**src/core/status_flags_pkg.sv**
```systemverilog
// shared constants and carriers for the alarm, sticky flag and mask register group
package status_flags_pkg;

    localparam int ADDR_WIDTH = 8;
    localparam int DATA_WIDTH = 8;
    localparam int INPUT_COUNT = 2;

    // register offsets
    localparam logic [ADDR_WIDTH-1:0] OFFSET_TEMPERATURE_GRADE   = 8'h09;
    localparam logic [ADDR_WIDTH-1:0] OFFSET_PACKAGE_IDENTIFIER  = 8'h0a;
    localparam logic [ADDR_WIDTH-1:0] OFFSET_SERIAL_BUS_ADDRESS  = 8'h0b;
    localparam logic [ADDR_WIDTH-1:0] OFFSET_INTERNAL_STATUS     = 8'h0c;
    localparam logic [ADDR_WIDTH-1:0] OFFSET_INPUT_ALARM_LIVE    = 8'h0d;
    localparam logic [ADDR_WIDTH-1:0] OFFSET_LOOP_LIVE           = 8'h0e;
    localparam logic [ADDR_WIDTH-1:0] OFFSET_CALIBRATION_LIVE    = 8'h0f;
    localparam logic [ADDR_WIDTH-1:0] OFFSET_INTERNAL_STICKY     = 8'h11;
    localparam logic [ADDR_WIDTH-1:0] OFFSET_INPUT_ALARM_STICKY  = 8'h12;
    localparam logic [ADDR_WIDTH-1:0] OFFSET_LOOP_STICKY         = 8'h13;
    localparam logic [ADDR_WIDTH-1:0] OFFSET_CALIBRATION_STICKY  = 8'h14;
    localparam logic [ADDR_WIDTH-1:0] OFFSET_INTERNAL_MASKS      = 8'h17;
    localparam logic [ADDR_WIDTH-1:0] OFFSET_INPUT_ALARM_MASKS   = 8'h18;
    localparam logic [ADDR_WIDTH-1:0] OFFSET_LOOP_MASKS          = 8'h19;
    localparam logic [ADDR_WIDTH-1:0] OFFSET_CALIBRATION_MASKS   = 8'h1a;

    // field positions
    localparam int BIT_DEVICE_CALIBRATING  = 0;
    localparam int BIT_REFERENCE_LOST      = 1;
    localparam int BIT_SERIAL_TIMEOUT      = 5;
    localparam int BIT_SIGNAL_LOST_LOW     = 0;
    localparam int BIT_OFF_FREQUENCY_LOW   = 4;
    localparam int BIT_LOOP_UNLOCKED       = 1;
    localparam int BIT_LOOP_HOLDOVER       = 5;
    localparam int BIT_LOOP_CALIBRATING    = 5;
    localparam int BIT_UPPER_ADDRESS_LOW   = 2;
    localparam int BIT_UPPER_ADDRESS_HIGH  = 6;
    localparam int UPPER_ADDRESS_WIDTH     = 5;
    localparam int BUS_ADDRESS_WIDTH       = 7;

    // reset and read values
    localparam logic [DATA_WIDTH-1:0] RESET_MASKS      = 8'h00;
    localparam logic [DATA_WIDTH-1:0] READ_UNMAPPED    = 8'h00;
    localparam logic [UPPER_ADDRESS_WIDTH-1:0] RESET_UPPER_ADDRESS = 5'h1a;

    // live conditions from the detectors
    typedef struct packed {
        logic                   device_calibrating;
        logic                   reference_input_lost;
        logic                   serial_timeout;
        logic [INPUT_COUNT-1:0] input_signal_lost;
        logic [INPUT_COUNT-1:0] input_off_frequency;
        logic                   loop_unlocked;
        logic                   loop_holdover;
        logic                   loop_calibrating;
    } status_live_t;

    // one register access from the serial port engine
    typedef struct packed {
        logic                  write;
        logic                  read;
        logic [ADDR_WIDTH-1:0] addr;
        logic [DATA_WIDTH-1:0] wdata;
    } reg_request_t;

    typedef struct packed {
        logic                  valid;
        logic [DATA_WIDTH-1:0] rdata;
    } reg_answer_t;

endpackage

```
**src/core/clock_alarm_status_flags.sv**
```systemverilog
// live alarms, sticky flags, interrupt masks and bus address register group
//
// Contract
// - upper five address bits from register bits 6:2
// - two lower address bits from select pins
// - internal status bit 0 shows calibrating
// - internal status bit 1 shows reference lost
// - internal status bit 5 shows serial timeout
// - live loss of signal in bits 1:0
// - live off frequency in bits 5:4
// - input zero bits 0/4, one 1/5
// - live input alarms follow condition, no latch
// - loop status bit 1 shows unlocked, live
// - loop status bit 5 shows holdover, live
// - calibration status bit 5 shows busy, live
// - sticky internal flags, cleared by writing zero
// - sticky input alarms, cleared by writing zero
// - sticky unlock and holdover, cleared by zero
// - sticky loop calibration flag, bit 5
// - internal flag masks at bits 0,1,5
// - unmasked reference loss flag drives interrupt
// - per input masks at 1:0 and 5:4
// - unlock and holdover masks at 1 and 5
// - loop calibration mask at bit 5
`timescale 1ns/1ns

module clock_alarm_status_flags #(
    // arbitrary value
    parameter logic [7:0] TEMPERATURE_GRADE_VALUE = 8'h00,
    // arbitrary value
    parameter logic [7:0] PACKAGE_IDENTIFIER_VALUE = 8'h0f
) (
    // clock and reset
    input  wire logic                                        sys_clk,
    input  wire logic                                        rst,
    // detector conditions
    input  wire status_flags_pkg::status_live_t              live_in,
    // address select pins
    input  wire logic                                        address_select_high_pin,
    input  wire logic                                        address_select_low_pin,
    // register port from the serial engine
    input  wire status_flags_pkg::reg_request_t              reg_request,
    output status_flags_pkg::reg_answer_t                    reg_answer,
    // formed serial bus address
    output logic [status_flags_pkg::BUS_ADDRESS_WIDTH-1:0]   device_bus_address,
    // interrupt
    output logic                                             interrupt_out_n
);
    import status_flags_pkg::*;

    // sticky update: set wins over a written zero, writing one leaves it alone
    function automatic logic sticky_next(input logic flag,
                                         input logic cond,
                                         input logic wr,
                                         input logic wbit);
        logic keep;

        keep = flag & (~wr | wbit);
        return keep | cond;
    endfunction

    function automatic logic hits(input logic [ADDR_WIDTH-1:0] offset);
        return reg_request.addr == offset;
    endfunction

    // live copies
    logic                   device_calibrating;
    logic                   reference_input_lost;
    logic                   serial_timeout;
    logic [INPUT_COUNT-1:0] input_signal_lost;
    logic [INPUT_COUNT-1:0] input_off_frequency;
    logic                   loop_unlocked;
    logic                   loop_holdover;
    logic                   loop_calibrating;

    // sticky copies
    logic                   device_calibrating_sticky;
    logic                   reference_input_lost_sticky;
    logic                   serial_timeout_sticky;
    logic [INPUT_COUNT-1:0] input_signal_lost_sticky;
    logic [INPUT_COUNT-1:0] input_off_frequency_sticky;
    logic                   loop_unlocked_sticky;
    logic                   loop_holdover_sticky;
    logic                   loop_calibration_sticky;

    // masks
    logic                   device_calibrating_mask;
    logic                   reference_input_lost_mask;
    logic                   serial_timeout_mask;
    logic [INPUT_COUNT-1:0] input_signal_lost_mask;
    logic [INPUT_COUNT-1:0] input_off_frequency_mask;
    logic                   loop_unlocked_mask;
    logic                   loop_holdover_mask;
    logic                   loop_calibration_mask;

    logic [UPPER_ADDRESS_WIDTH-1:0] upper_address;

    logic wr_internal_sticky;
    logic wr_input_sticky;
    logic wr_loop_sticky;
    logic wr_calibration_sticky;

    logic wr_internal_masks;
    logic wr_input_masks;
    logic wr_loop_masks;
    logic wr_calibration_masks;
    logic wr_bus_address;

    logic [DATA_WIDTH-1:0] next_rdata;
    logic                  next_interrupt_out_n;

    // write decodes
    assign wr_internal_sticky    = reg_request.write && hits(OFFSET_INTERNAL_STICKY);
    assign wr_input_sticky       = reg_request.write && hits(OFFSET_INPUT_ALARM_STICKY);
    assign wr_loop_sticky        = reg_request.write && hits(OFFSET_LOOP_STICKY);
    assign wr_calibration_sticky = reg_request.write && hits(OFFSET_CALIBRATION_STICKY);

    assign wr_internal_masks     = reg_request.write && hits(OFFSET_INTERNAL_MASKS);
    assign wr_input_masks        = reg_request.write && hits(OFFSET_INPUT_ALARM_MASKS);
    assign wr_loop_masks         = reg_request.write && hits(OFFSET_LOOP_MASKS);
    assign wr_calibration_masks  = reg_request.write && hits(OFFSET_CALIBRATION_MASKS);
    assign wr_bus_address        = reg_request.write && hits(OFFSET_SERIAL_BUS_ADDRESS);

    // live status follows the detectors with one register stage, never latching
    always_ff @(posedge sys_clk or posedge rst) begin
        if (rst) begin
            device_calibrating   <= 1'b0;
            reference_input_lost <= 1'b0;
            serial_timeout       <= 1'b0;
            input_signal_lost    <= '0;
            input_off_frequency  <= '0;
            loop_unlocked        <= 1'b0;
            loop_holdover        <= 1'b0;
            loop_calibrating     <= 1'b0;
        end else begin
            device_calibrating   <= live_in.device_calibrating;
            reference_input_lost <= live_in.reference_input_lost;
            serial_timeout       <= live_in.serial_timeout;
            input_signal_lost    <= live_in.input_signal_lost;
            input_off_frequency  <= live_in.input_off_frequency;
            loop_unlocked        <= live_in.loop_unlocked;
            loop_holdover        <= live_in.loop_holdover;
            loop_calibrating     <= live_in.loop_calibrating;
        end
    end

    // sticky internal status flags
    always_ff @(posedge sys_clk or posedge rst) begin
        if (rst) begin
            device_calibrating_sticky   <= 1'b0;
            reference_input_lost_sticky <= 1'b0;
            serial_timeout_sticky       <= 1'b0;
        end else begin
            device_calibrating_sticky <= sticky_next(device_calibrating_sticky,
                device_calibrating, wr_internal_sticky,
                reg_request.wdata[BIT_DEVICE_CALIBRATING]);
            reference_input_lost_sticky <= sticky_next(reference_input_lost_sticky,
                reference_input_lost, wr_internal_sticky,
                reg_request.wdata[BIT_REFERENCE_LOST]);
            serial_timeout_sticky <= sticky_next(serial_timeout_sticky,
                serial_timeout, wr_internal_sticky,
                reg_request.wdata[BIT_SERIAL_TIMEOUT]);
        end
    end

    // sticky per-input alarms and their masks
    genvar gi;
    generate
        for (gi = 0; gi < INPUT_COUNT; gi++) begin : g_input
            always_ff @(posedge sys_clk or posedge rst) begin
                if (rst) begin
                    input_signal_lost_sticky[gi]   <= 1'b0;
                    input_off_frequency_sticky[gi] <= 1'b0;
                end else begin
                    input_signal_lost_sticky[gi] <= sticky_next(
                        input_signal_lost_sticky[gi], input_signal_lost[gi],
                        wr_input_sticky,
                        reg_request.wdata[BIT_SIGNAL_LOST_LOW + gi]);
                    input_off_frequency_sticky[gi] <= sticky_next(
                        input_off_frequency_sticky[gi], input_off_frequency[gi],
                        wr_input_sticky,
                        reg_request.wdata[BIT_OFF_FREQUENCY_LOW + gi]);
                end
            end

            always_ff @(posedge sys_clk or posedge rst) begin
                if (rst) begin
                    input_signal_lost_mask[gi]   <= RESET_MASKS[BIT_SIGNAL_LOST_LOW + gi];
                    input_off_frequency_mask[gi] <= RESET_MASKS[BIT_OFF_FREQUENCY_LOW + gi];
                end else if (wr_input_masks) begin
                    input_signal_lost_mask[gi]   <=
                        reg_request.wdata[BIT_SIGNAL_LOST_LOW + gi];
                    input_off_frequency_mask[gi] <=
                        reg_request.wdata[BIT_OFF_FREQUENCY_LOW + gi];
                end
            end
        end
    endgenerate

    // sticky loop flags
    always_ff @(posedge sys_clk or posedge rst) begin
        if (rst) begin
            loop_unlocked_sticky    <= 1'b0;
            loop_holdover_sticky    <= 1'b0;
            loop_calibration_sticky <= 1'b0;
        end else begin
            loop_unlocked_sticky <= sticky_next(loop_unlocked_sticky,
                loop_unlocked, wr_loop_sticky,
                reg_request.wdata[BIT_LOOP_UNLOCKED]);
            loop_holdover_sticky <= sticky_next(loop_holdover_sticky,
                loop_holdover, wr_loop_sticky,
                reg_request.wdata[BIT_LOOP_HOLDOVER]);

            loop_calibration_sticky <= sticky_next(loop_calibration_sticky,
                loop_calibrating, wr_calibration_sticky,
                reg_request.wdata[BIT_LOOP_CALIBRATING]);
        end
    end

    // internal and loop masks
    always_ff @(posedge sys_clk or posedge rst) begin
        if (rst) begin
            device_calibrating_mask   <= RESET_MASKS[BIT_DEVICE_CALIBRATING];
            reference_input_lost_mask <= RESET_MASKS[BIT_REFERENCE_LOST];
            serial_timeout_mask       <= RESET_MASKS[BIT_SERIAL_TIMEOUT];
            loop_unlocked_mask        <= RESET_MASKS[BIT_LOOP_UNLOCKED];
            loop_holdover_mask        <= RESET_MASKS[BIT_LOOP_HOLDOVER];
            loop_calibration_mask     <= RESET_MASKS[BIT_LOOP_CALIBRATING];
        end else begin
            if (wr_internal_masks) begin
                device_calibrating_mask   <= reg_request.wdata[BIT_DEVICE_CALIBRATING];
                reference_input_lost_mask <= reg_request.wdata[BIT_REFERENCE_LOST];
                serial_timeout_mask       <= reg_request.wdata[BIT_SERIAL_TIMEOUT];
            end

            if (wr_loop_masks) begin
                loop_unlocked_mask <= reg_request.wdata[BIT_LOOP_UNLOCKED];
                loop_holdover_mask <= reg_request.wdata[BIT_LOOP_HOLDOVER];
            end

            if (wr_calibration_masks) begin
                loop_calibration_mask <= reg_request.wdata[BIT_LOOP_CALIBRATING];
            end
        end
    end

    // programmable upper address bits
    always_ff @(posedge sys_clk or posedge rst) begin
        if (rst) begin
            upper_address <= RESET_UPPER_ADDRESS;
        end else if (wr_bus_address) begin
            upper_address <= reg_request.wdata[BIT_UPPER_ADDRESS_HIGH:BIT_UPPER_ADDRESS_LOW];
        end
    end

    // pins join the stored bits in one flop
    always_ff @(posedge sys_clk or posedge rst) begin
        if (rst) begin
            device_bus_address <= '0;
        end else begin
            device_bus_address <= {upper_address,
                                   address_select_high_pin,
                                   address_select_low_pin};
        end
    end

    // interrupt: low while any unmasked sticky flag stands
    always_comb begin
        next_interrupt_out_n = 1'b1;
        if ((device_calibrating_sticky   && !device_calibrating_mask)   ||
            (reference_input_lost_sticky && !reference_input_lost_mask) ||
            (serial_timeout_sticky       && !serial_timeout_mask)       ||
            |(input_signal_lost_sticky   & ~input_signal_lost_mask)     ||
            |(input_off_frequency_sticky & ~input_off_frequency_mask)   ||
            (loop_unlocked_sticky        && !loop_unlocked_mask)        ||
            (loop_holdover_sticky        && !loop_holdover_mask)        ||
            (loop_calibration_sticky     && !loop_calibration_mask)) begin
            next_interrupt_out_n = 1'b0;
        end
    end

    always_ff @(posedge sys_clk or posedge rst) begin
        if (rst) begin
            interrupt_out_n <= 1'b1;
        end else begin
            interrupt_out_n <= next_interrupt_out_n;
        end
    end

    // read multiplexer
    always_comb begin
        // unused bits read as zero
        next_rdata = READ_UNMAPPED;
        case (reg_request.addr)
            OFFSET_TEMPERATURE_GRADE: begin
                next_rdata = TEMPERATURE_GRADE_VALUE;
            end
            OFFSET_PACKAGE_IDENTIFIER: begin
                next_rdata = PACKAGE_IDENTIFIER_VALUE;
            end
            OFFSET_SERIAL_BUS_ADDRESS: begin
                next_rdata[BIT_UPPER_ADDRESS_HIGH:BIT_UPPER_ADDRESS_LOW] = upper_address;
            end

            OFFSET_INTERNAL_STATUS: begin
                next_rdata[BIT_DEVICE_CALIBRATING] = device_calibrating;
                next_rdata[BIT_REFERENCE_LOST]     = reference_input_lost;
                next_rdata[BIT_SERIAL_TIMEOUT]     = serial_timeout;
            end
            OFFSET_INPUT_ALARM_LIVE: begin
                next_rdata[BIT_SIGNAL_LOST_LOW +: INPUT_COUNT]   = input_signal_lost;
                next_rdata[BIT_OFF_FREQUENCY_LOW +: INPUT_COUNT] = input_off_frequency;
            end
            OFFSET_LOOP_LIVE: begin
                next_rdata[BIT_LOOP_UNLOCKED] = loop_unlocked;
                next_rdata[BIT_LOOP_HOLDOVER] = loop_holdover;
            end
            OFFSET_CALIBRATION_LIVE: begin
                next_rdata[BIT_LOOP_CALIBRATING] = loop_calibrating;
            end

            OFFSET_INTERNAL_STICKY: begin
                next_rdata[BIT_DEVICE_CALIBRATING] = device_calibrating_sticky;
                next_rdata[BIT_REFERENCE_LOST]     = reference_input_lost_sticky;
                next_rdata[BIT_SERIAL_TIMEOUT]     = serial_timeout_sticky;
            end
            OFFSET_INPUT_ALARM_STICKY: begin
                next_rdata[BIT_SIGNAL_LOST_LOW +: INPUT_COUNT]   = input_signal_lost_sticky;
                next_rdata[BIT_OFF_FREQUENCY_LOW +: INPUT_COUNT] = input_off_frequency_sticky;
            end
            OFFSET_LOOP_STICKY: begin
                next_rdata[BIT_LOOP_UNLOCKED] = loop_unlocked_sticky;
                next_rdata[BIT_LOOP_HOLDOVER] = loop_holdover_sticky;
            end
            OFFSET_CALIBRATION_STICKY: begin
                next_rdata[BIT_LOOP_CALIBRATING] = loop_calibration_sticky;
            end

            OFFSET_INTERNAL_MASKS: begin
                next_rdata[BIT_DEVICE_CALIBRATING] = device_calibrating_mask;
                next_rdata[BIT_REFERENCE_LOST]     = reference_input_lost_mask;
                next_rdata[BIT_SERIAL_TIMEOUT]     = serial_timeout_mask;
            end
            OFFSET_INPUT_ALARM_MASKS: begin
                next_rdata[BIT_SIGNAL_LOST_LOW +: INPUT_COUNT]   = input_signal_lost_mask;
                next_rdata[BIT_OFF_FREQUENCY_LOW +: INPUT_COUNT] = input_off_frequency_mask;
            end
            OFFSET_LOOP_MASKS: begin
                next_rdata[BIT_LOOP_UNLOCKED] = loop_unlocked_mask;
                next_rdata[BIT_LOOP_HOLDOVER] = loop_holdover_mask;
            end
            OFFSET_CALIBRATION_MASKS: begin
                next_rdata[BIT_LOOP_CALIBRATING] = loop_calibration_mask;
            end

            default: begin
                next_rdata = READ_UNMAPPED;
            end
        endcase
    end

    // answer stands one cycle after the read request
    always_ff @(posedge sys_clk or posedge rst) begin
        if (rst) begin
            reg_answer <= '0;
        end else begin
            reg_answer.valid <= reg_request.read;
            reg_answer.rdata <= reg_request.read ? next_rdata : READ_UNMAPPED;
        end
    end

endmodule // clock_alarm_status_flags

```
**config.mk**
```make
export PLATFORM = sky130hd
export DESIGN_NAME = clock_alarm_status_flags
export DESIGN_NICKNAME = d
export VERILOG_FILES = /design/src/core/status_flags_pkg.sv /design/src/core/clock_alarm_status_flags.sv
export SDC_FILE = /design/constraint.sdc
export NUM_CORES = 1
export LEC_CHECK = 0
export BUFFER_PORTS_ARGS = -buffer_cell sky130_fd_sc_hd__buf_2
export CORE_MARGIN = 5
export CORE_UTILIZATION = 31
export DETAILED_ROUTE_END_ITERATION = 6
export GPL_TIMING_DRIVEN = 1
export PLACE_DENSITY = 0.61
export SETUP_SLACK_MARGIN = 0.02
export SLEW_MARGIN = 5
export SYNTH_ARGS = -nofsm -noshare
export SYNTH_HDL_FRONTEND = slang
export SYNTH_SLANG_ARGS = --single-unit
```
**constraint.sdc**
```tcl
create_clock -name sys_clk -period 4.4 [get_ports sys_clk]
set_input_delay 1.1 -clock sys_clk [delete_from_list [all_inputs] [get_ports sys_clk]]
set_output_delay 1.1 -clock sys_clk [all_outputs]
set_load 0.02 [all_outputs]
```
### After elaboration in Yosys (flattened, before gate mapping)

Cells that the tools add are included.

| operators by class | value |
|---|---|
| eq/ne operators | 14 |
| multiplexer cells | 8 |
| bitwise gates (word level) | 38 |
| reductions and logical operators | 30 |

Operators with widths:

| cell | count |
|---|---|
| == test 8 x 5 -> 1 bit (second input constant) | 8 |
| == test 8 x 4 -> 1 bit (second input constant) | 6 |
| OR 1 bit | 20 |
| logical AND 1 bit | 15 |
| one-hot mux 1 bit (13 select lines) | 1 |
| AND 1 bit | 10 |
| one-hot mux 1 bit (10 select lines) | 1 |
| logical OR 1 bit | 7 |
| two-way mux 7 bit | 1 |
| one-hot mux 1 bit (7 select lines) | 1 |
| zero test 1 bit | 6 |
| AND 2 bit | 2 |
| NOT 1 bit | 4 |
| NOT 2 bit | 2 |
| one-hot mux 1 bit (4 select lines) | 1 |
| one-hot mux 2 bit (2 select lines) | 1 |
| OR reduction 2 bit | 2 |
| two-way mux 1 bit | 2 |

| storage, ports and cells | value |
|---|---|
| register bits | 51 |
| bits of input ports | 32 |
| output and inout bits | 17 |
| word-level logic and storage cells | 123 |

### Longest topological paths before layout

Gate-level depths: netlist of the first run.

| depth | value |
|---|---|
| word-level depth | 10 |
| gate-level depth with buffers | 7 |
| gate-level depth less buffers | 5 |

### Worst setup path before layout of the first run

No wires, ideal clock.

| path | value |
|---|---|
| path kind | input port to flip-flop |
| start | in reg_request[13] (netlist bit) |
| end | reg device_calibrating_mask |
| setup time | 0.125 ns |
| arrival | 2.501 ns |
| data required time | 4.275 ns |
| slack | 1.774 ns |
| cell stages on the path | 5 |
| buffers on the path | 0 |
| cell sequence | or4b_4 nor2_1 nand3_1 nor2_2 mux2_2 |

| between the ends | value |
|---|---|
| word-level cells in the longest chain between the ends | 2 |

Ends and longest elaborated chain:

| what | line | text |
|---|---|---|
| start: declaration | clock_alarm_status_flags.sv:42 | `input wire status_flags_pkg::reg_request_t reg_request,` |
| == test 8 x 5 -> 1 bit | clock_alarm_status_flags.sv:63 | `return reg_request.addr == offset;` |
| logical AND 1 bit | clock_alarm_status_flags.sv:118 | `assign wr_internal_masks = reg_request.write && hits(OFFSET_INTERNAL_MASKS);` |
| end signal: assignment | clock_alarm_status_flags.sv:223 | `device_calibrating_mask <= RESET_MASKS[BIT_DEVICE_CALIBRATING];` |
| end signal: assignment | clock_alarm_status_flags.sv:231 | `device_calibrating_mask <= reg_request.wdata[BIT_DEVICE_CALIBRATING];` |
| end: declaration | clock_alarm_status_flags.sv:87 | `logic device_calibrating_mask;` |

Every way passes these cells.
A chain may end at the register's enable or synchronous reset.

### Final worst setup path of the first run

| path | value |
|---|---|
| start | in reg_request[12] (netlist bit) |
| end | reg serial_timeout_mask |

| between the ends | value |
|---|---|
| word-level cells in the longest chain between the ends | 2 |

Ends and longest elaborated chain:

| what | line | text |
|---|---|---|
| == test 8 x 5 -> 1 bit | clock_alarm_status_flags.sv:63 |  |
| logical AND 1 bit | clock_alarm_status_flags.sv:118 |  |
| end signal: assignment | clock_alarm_status_flags.sv:225 | `serial_timeout_mask <= RESET_MASKS[BIT_SERIAL_TIMEOUT];` |
| end signal: assignment | clock_alarm_status_flags.sv:233 | `serial_timeout_mask <= reg_request.wdata[BIT_SERIAL_TIMEOUT];` |
| end: declaration | clock_alarm_status_flags.sv:89 | `logic serial_timeout_mask;` |

Every way passes these cells.

==> summary.md, run 1 <==
| Metric | Value |
|---|---|
| Final setup viols | 0 |
| Simple-Gate Fraction of Synth Area | 0.163 |
| Mapped Area | 2380 um^2 |
| Filler cells | 770 |
| Top_reg_cell synth | dfrtp_1 |
| H-tree Lvls | 2 |
| Maximum VDD drop | 189 uV |
| Post-Synth Adder-Cell Area | 0 |
| Fin. Hold Viols | 0 |
| CTS buffer count | 5 |
| Slew headroom | 0.323 |
| Setup TNS Final | 0 ps |
| P per Cell Area | 342 nW/um^2 |
| Hold_buf cts | 0 |
| Gr ovfl total | 0 |
| EDFF count, synth | 0 |
| Vias in the first global route | 1665 |
| Dpl ws | 1330 ps |
| Pins Over Slew Limit | 0 |
| Xor/xnor cell area share of the yosys netlist | 0.00736 |
| Layout overhead on the synthesized area | 17.3% |
| Min Hold Slack | 417 ps |
| Hold WC Path Type | register to register |
| Setup Fix Bufs, Post-CTS | 0 |
| FF/Latch Area | 1280 um^2 |
| Worst-path clk slew | 90 ps |
| # diodes | 0 |
| CTS max path bufs | 2 |
| Seq/Total Area, Yosys | 0.538 |
| DRC Markers | 0 |
| Total GRT Usage | 0.117 |
| DP HPWL | 4.05 mm |
| Leak | 0.00130 uW |
| Yosys cell types | 52 |
| Initial antenna violation count | 0 |
| First-pass GRT wire length | 8.86 mm |
| Die W | 97.6 um |
| Syn Inst Count | 201 |
| Die Ht | 97.6 um |
| Data required, critical path | 4590 ps |
| Layout Utilization | 0.367 |
| Starting DRT DRC Count | 103 |
| Post-synthesis compound-gate area fraction | 0.141 |
| Ys Warns | 0 |
| Root Driver | clkbuf_8 |
| Post-cts resize count | 0 |
| Largest family of logic cells by synthesized area | simple AND/OR/NAND/NOR gates |
| Syn_area_per_cell | 11.8 um^2 |
| Crit Path Class | primary input to register |
| Vias per inst | 4.86 |
| Period utilization | 0.626 |
| Area occupied by multi-input gates | 970 um^2 |
| Vias | 1687 |
| Clk sinks | 51 |
| Initial Utilization | 0.313 |
| Clk_skew | 8.61 ps |
| Port Buf Inserts | 46 |
| Fmax | 363 MHz |
| FFs w/ async S/R, synth | 1.00 |
| Worst-margin pin slew | 1010 ps |
| Routed WL per cell | 15.7 um |
| Num rows | 32 |
| Register bit total from synthesis | 51 |
| Min Tclk post-route | 2750 ps |
| Die ar. | 9530 um^2 |
| GPL Wtd Cong | 0.886 |
| TritonCTS clock tree | yes |
| Critical Path AT | 2950 ps |
| PnR worst setup slack | 1650 ps |
| Ports | 49 |
| Multiplexer share of the synthesized area | 0.0941 |
| Layout cells sized above 1 | 0.339 |
| RSZ-0062 raised after global routing | no |
| Largest net degree at the start of global routing | 52 |
| Core ar. | 7610 um^2 |
| Crit Path Max Fanout | 11 |
| Status | complete, no violations |
| Fin nets | 276 |
| Max-cap violations | 0 |
| Post-Route WL | 5.46 mm |
| Clock latency on the worst-skew pair | 300 ps |
| CP startpoint kind | primary input |
| Critical Path Sink Type | register |
| DR pass1 iterations | 4 |
| Antenna Nets Post-Route | 0 |
| Net Count, Synth | 233 |
Yosys cell counts (all sizes together), types with 3 or more instances:
| cell | number | area share |
|---|---|---|
| dfrtp | 47 | 0.49 |
| mux2 | 16 | 0.090 |
| inv | 14 | 0.022 |
| nor2 | 11 | 0.018 |
| o21ai | 11 | 0.023 |
| nand2b | 9 | 0.024 |
| nand3 | 9 | 0.026 |
| a21oi | 7 | 0.015 |
| nand2 | 7 | 0.012 |
| a22o | 6 | 0.022 |
| a31oi | 5 | 0.013 |
| buf | 5 | 0.024 |
| clkbuf | 5 | 0.0084 |
| dfstp | 4 | 0.044 |
| nor2b | 4 | 0.011 |
| o211ai | 4 | 0.013 |
| a32oi | 3 | 0.011 |
| nor3 | 3 | 0.011 |
| o22ai | 3 | 0.0079 |
sequential cells by signal, indices dropped and copies added, names as in the netlist, 2 cells and up:
name / cells
input_signal_lost_mask: 2
reg_answer: 8
upper_address: 5
input_off_frequency_mask: 2
input_signal_lost: 2
input_off_frequency: 2
input_off_frequency_sticky: 2
device_bus_address: 7
input_signal_lost_sticky: 2
cell type report:
type,count,share of cell area
sequential,51,0.459
clock inverter,2,0.0215
timing repair buffer,46,0.0824
inverter,14,0.0188
clock buffer,6,0.0260
tap,102,0.0457
multi-input combinational,126,0.347
report_power, final:
| group | leakage, uW | total [uW] | switching [uW] | internal (uW) |
|---|---|---|---|---|
| sequential | 0.000612 | 494 | 9.60 | 485 |
| clock | 0.0000654 | 377 | 149 | 227 |
| combinational | 0.000618 | 85.7 | 51.6 | 34.1 |
cell families (layout without fill, tap and decap cells):
family                 after synthesis  in the layout
multiplexers                        17             17
XOR/XNOR                             2              2
buffers and inverters               24             68
flip-flops                          51             51
other                                1              1
AO/OA/AOI/OAI                       49             49
AND/OR/NAND/NOR                     57             57
cell usage in the layout, fill, tap and decap left out, drive strengths merged, types with 3 or more instances in the layout:
cell,n
nor2,11
clkbuf,6
a32oi,3
nor3,3
o211ai,4
dfrtp,47
nand2,7
mux2,16
dfstp,4
a21oi,7
nor2b,4
o22ai,3
nand3,9
buf,46
inv,14
o21ai,11
a31oi,5
a22o,6
nand2b,9
path summary, 6_finish.rpt:
path,start,to,slack [ps],cells past startpoint
hold / removal,upper_address[3],device_bus_address[5],420,0
min in group asynchronous,rst,device_bus_address[1],1030,2
hold reg to reg,upper_address[3],device_bus_address[5],420,0
setup reg to reg,input_off_frequency[1],reg_answer[5],3000,5
setup / recovery,reg_request[12],serial_timeout_mask,1650,6
max in group asynchronous,rst,reg_answer[1],2740,2
metal layers:
layer / vias to the layer above / wire length (um) / global-route usage
li1: 801 / - / -
met4: 0 / 64 / 0.0383
met1: 813 / 2540 / 0.166
met3: 6 / 414 / 0.0316
met5: - / 0 / 0
met2: 67 / 2450 / 0.171
critical path, stage by stage:
cell	delay [ps]
buf_2	240
or4b_4	550
nor2_1	330
nand3_1	170
nor2_2	200
mux2_2	360
per-stage QoR:
stage | total power (uW) | cells | area (um^2)
detailed placement | 590 | 339 | 2660
finish | 957 | 347 | 2790
global route | 1000 | 347 | 2790
floorplan | 561 | 201 | 2380
global placement | 588 | 339 | 2660
CTS | 970 | 347 | 2790
Power figures use the tool's default switching activity.
==> run 2: changes to the inputs <==
--- a/config.mk
+++ b/config.mk
@@ -5,12 +5,13 @@
 export SDC_FILE = /design/constraint.sdc
 export NUM_CORES = 1
 export LEC_CHECK = 0
+export ABC_AREA = 1
 export BUFFER_PORTS_ARGS = -buffer_cell sky130_fd_sc_hd__buf_2
 export CORE_MARGIN = 5
 export CORE_UTILIZATION = 31
 export DETAILED_ROUTE_END_ITERATION = 6
 export GPL_TIMING_DRIVEN = 1
-export PLACE_DENSITY = 0.61
+export PLACE_DENSITY = 0.63
 export SETUP_SLACK_MARGIN = 0.02
 export SLEW_MARGIN = 5
 export SYNTH_ARGS = -nofsm -noshare
==> constraint.sdc (replaced) <==
create_clock -name sys_clk -period 2.3 [get_ports sys_clk]
set_input_delay 0.575 -clock sys_clk [delete_from_list [all_inputs] [get_ports sys_clk]]
set_output_delay 0.575 -clock sys_clk [all_outputs]
set_load 0.02 [all_outputs]
==> run 2 against run 1 <==
Area after synthesis down 4.5%. Cell area down 1.9%. Worst setup slack worse by 930 ps. Core utilization up 1.3 points. Highest routed layer unchanged. First-iteration DRC count down 16%. Largest power group unchanged. Critical path depth up 2.
==> summary.md, run 2 <==
| Metric | Value |
|---|---|
| P per Cell Area | 672 nW/um^2 (+96%) |
| Critical Path AT | 1790 ps (-1160 ps) |
| Syn Inst Count | 259 (+29%) |
| Antenna Nets Post-Route | 0 (unchanged) |
| Hold_buf cts | 0 (unchanged) |
| Max stage delay on crit path | 280 ps (-270 ps) |
| DP HPWL | 4.01 mm (-0.97%) |
| Routed WL per cell | 12.7 um (-19%) |
| TritonCTS clock tree | yes |
| Pins Over Slew Limit | 0 (unchanged) |
| GPL Wtd Cong | 0.907 (+2.3%) |
| Regs by FF count | reg_answer x8, device_bus_address x7, upper_address x5 |
| Maximum VDD drop | 277 uV (+47%) |
| Commonest non-fill, non-tap cells in the layout | 53 x nand2_1, 47 x dfrtp_1, 46 x buf_2 |
| Period utilization | 0.690 |
| FFs w/ async S/R, synth | 1.00 (unchanged) |
| FF/Latch Area | 1280 um^2 (unchanged) |
| Layout Utilization | 0.380 (+0.0127) |
| Filler cells | 766 (-0.52%) |
| Area contributors post-synth | dfrtp_1 52%, nand2_1 8.8%, nand3_1 5.9% |
| Vias per inst | 4.50 (-7.4%) |
| Worst path cell trace | buf_2, inv_2, nand2_2, nor2_4, buf_4, and3_1, nand2_1, o21a_1 |
| Port Buf Inserts | 46 (unchanged) |
| Fin. Hold Viols | 0 (unchanged) |
| Top_reg_cell synth | dfrtp_1 |
| Num rows | 31 (-3.1%) |
| Seq/Total Area, Yosys | 0.564 (+0.0255) |
| First-pass GRT wire length | 8.76 mm (-1.1%) |
| Net Count, Synth | 291 (+25%) |
| Area leader, netlist | dfrtp_1 |
| Worst-path clk slew | 90 ps (about the same) |
| Top post-synthesis cells by count | 53 x nand2_1, 47 x dfrtp_1, 30 x inv_1 |
| EDFF count, synth | 0 (unchanged) |
| Vias | 1837 (+8.9%) |
| Largest Register | reg_answer |
| CP startpoint kind | primary input |
| CTS buffer count | 5 (unchanged) |
| Core ar. | 7210 um^2 (-5.2%) |
| PnR worst setup slack | 713 ps (-934 ps) |
| Max FFs per register | 8 (unchanged) |
| Clk_skew | 5.40 ps (-3.20 ps) |
| H-tree Lvls | 2 (unchanged) |
| Critical Path Sink Type | register |
| Reg2Reg Depth | 6 (+1) |
| Mapped Area | 2270 um^2 (-4.5%) |
| Placed insts | 400 (+18%) |
| Root Driver | clkbuf_8 |
| Initial Utilization | 0.315 (+0.00213) |
| R2r startpoint | upper_address[3] |
| Clock latency on the worst-skew pair | 310 ps (about the same) |
| DRC Markers | 0 (unchanged) |
| Status | complete, no violations |
| Ports | 49 (unchanged) |
| Clk sinks | 51 (unchanged) |
| Final Instance Count excl. Fillers | 408 (+18%) |
| DR pass1 iterations | 4 (unchanged) |
| Crit-path slowest cell | nor2_4 |
| Most frequent cell after synthesis | nand2_1 |
| Initial antenna violation count | 0 (unchanged) |
| Vias in the first global route | 1914 (+15%) |
| Starting DRT DRC Count | 87 (-16%) |
| Hold WC Path Type | primary input to async pin |
| # diodes | 0 (unchanged) |
| Setup TNS Final | 0 ps (unchanged) |
| Area occupied by multi-input gates | 802 um^2 (-17%) |
| Final setup viols | 0 (unchanged) |
| Fmax | 630 MHz |
| Reg2Reg Capture Point | reg_answer[5] |
| CTS max path bufs | 2 (unchanged) |
| Leak | 0.00140 uW (+8.0%) |
| Largest net degree at the start of global routing | 30 (-42%) |
| Post-cts resize count | 0 (unchanged) |
| Die W | 95.6 um (-2.1%) |
| Crit Path Class | primary input to register |
| Crit Path Max Fanout | 13 (+2) |
| Synth top area share | 0.517 (+0.0234) |
| Commonest non-fill, non-tap cell in the layout | nand2_1 |
| Worst reg2reg setup slack | 1270 ps (-1730 ps) |
| RSZ-0062 raised after global routing | no |
| Min Tclk post-route | 1590 ps |
| Register bit total from synthesis | 51 (unchanged) |
| Die Ht | 95.6 um (-2.1%) |
| Gr ovfl total | 0 (unchanged) |
| Total GRT Usage | 0.123 (+0.00676) |
| Setup Fix Bufs, Post-CTS | 0 (unchanged) |
| Tot Pwr | 1840 uW (+93%) |
| Fin nets | 340 (+23%) |
| Die ar. | 9150 um^2 (-4.1%) |
| Post-Route WL | 5.18 mm (-5.1%) |
| Syn_area_per_cell | 8.78 um^2 (-26%) |
| Dpl ws | 408 ps (-922 ps) |
| Layout overhead on the synthesized area | 20.6% |
| Max-cap violations | 0 (unchanged) |
| Data required, critical path | 2500 ps (-2090 ps) |
| Yosys cell types | 28 (-46%) |
| Ys Warns | 0 (unchanged) |
| Layout cells sized above 1 | 0.269 (-0.0702) |
==> run 2: cell count changes in the layout (fill, tap and decap cells not counted), sizes merged, moves of 3 or more <==
cell    before  now
nand2        7   59
nor2        11   34
inv         14   36
nand3        9   29
mux2        16    0
o21ai       11   25
nand2b       9    0
a22o         6    0
a31oi        5    0
nor2b        4    0
o211ai       4    0
a32oi        3    0
==> run 2: metal layers <==
metal  vias to the layer above  part of all wire  global-route usage
met4                         0             0.012              0.0355
met2                        43              0.49               0.211
met1                       870              0.46               0.156
li1                        917                 -                   -
met5                         -                 0                   0
met3                         7             0.042              0.0260
==> run 2: cells by family (layout without fill, tap and decap cells) <==
group                  count (synthesis)  after routing  share of synthesized area
AOI/OAI and AO/OA                     40             40                     0.0963
buffers and inverters                 42             92                     0.0836
DFF                                   51             51                      0.564
other                                  1              1                    0.00165
and+or+nand+nor                      125            125                      0.255
==> run 2: worst max path at each step <==
stage               startpoint                         to  slack, ps
5_1_grt        reg_request[14]  reference_input_lost_mask        620
2_1_floorplan              rst      device_bus_address[0]        500
3_3_place_gp   reg_request[14]  reference_input_lost_mask        430
3_5_place_dp   reg_request[14]  reference_input_lost_mask        410
4_1_cts        interrupt_out_n            interrupt_out_n        740
6_report       reg_request[14]  reference_input_lost_mask        710
==> run 2: area by class of cell <==
cell class / count / share of cell area
Tap cell: 99 / 0.0452
Clock buffer: 5 / 0.0251
Inverter: 36 / 0.0497
Sequential cell: 51 / 0.467
Multi-Input combinational cell: 166 / 0.293
Timing Repair Buffer: 48 / 0.0940
Clock inverter: 3 / 0.0260
==> run 2: power breakdown <==
group	internal, uW	switching, uW	total, uW
clock network	442	315	757
logic	47.2	93.1	140
registers	929	15.6	944
total	1420	424	1840
==> run 2: worst max-delay path: cells and delay by family <==
| kind | cells | cell delay (ps) |
|---|---|---|
| buf+inv | 3 | 380 |
| simple gates | 4 | 720 |
| compound gates | 1 | 110 |
==> run 2: through the flow <==
stage | area, um^2 | hold WS, ps
2_1_floorplan | 2270 | 374
3_5_place_dp | 2600 | 393
3_3_place_gp | 2600 | 391
5_1_grt | 2740 | 309
6_report | 2740 | 276
4_1_cts | 2740 | 289
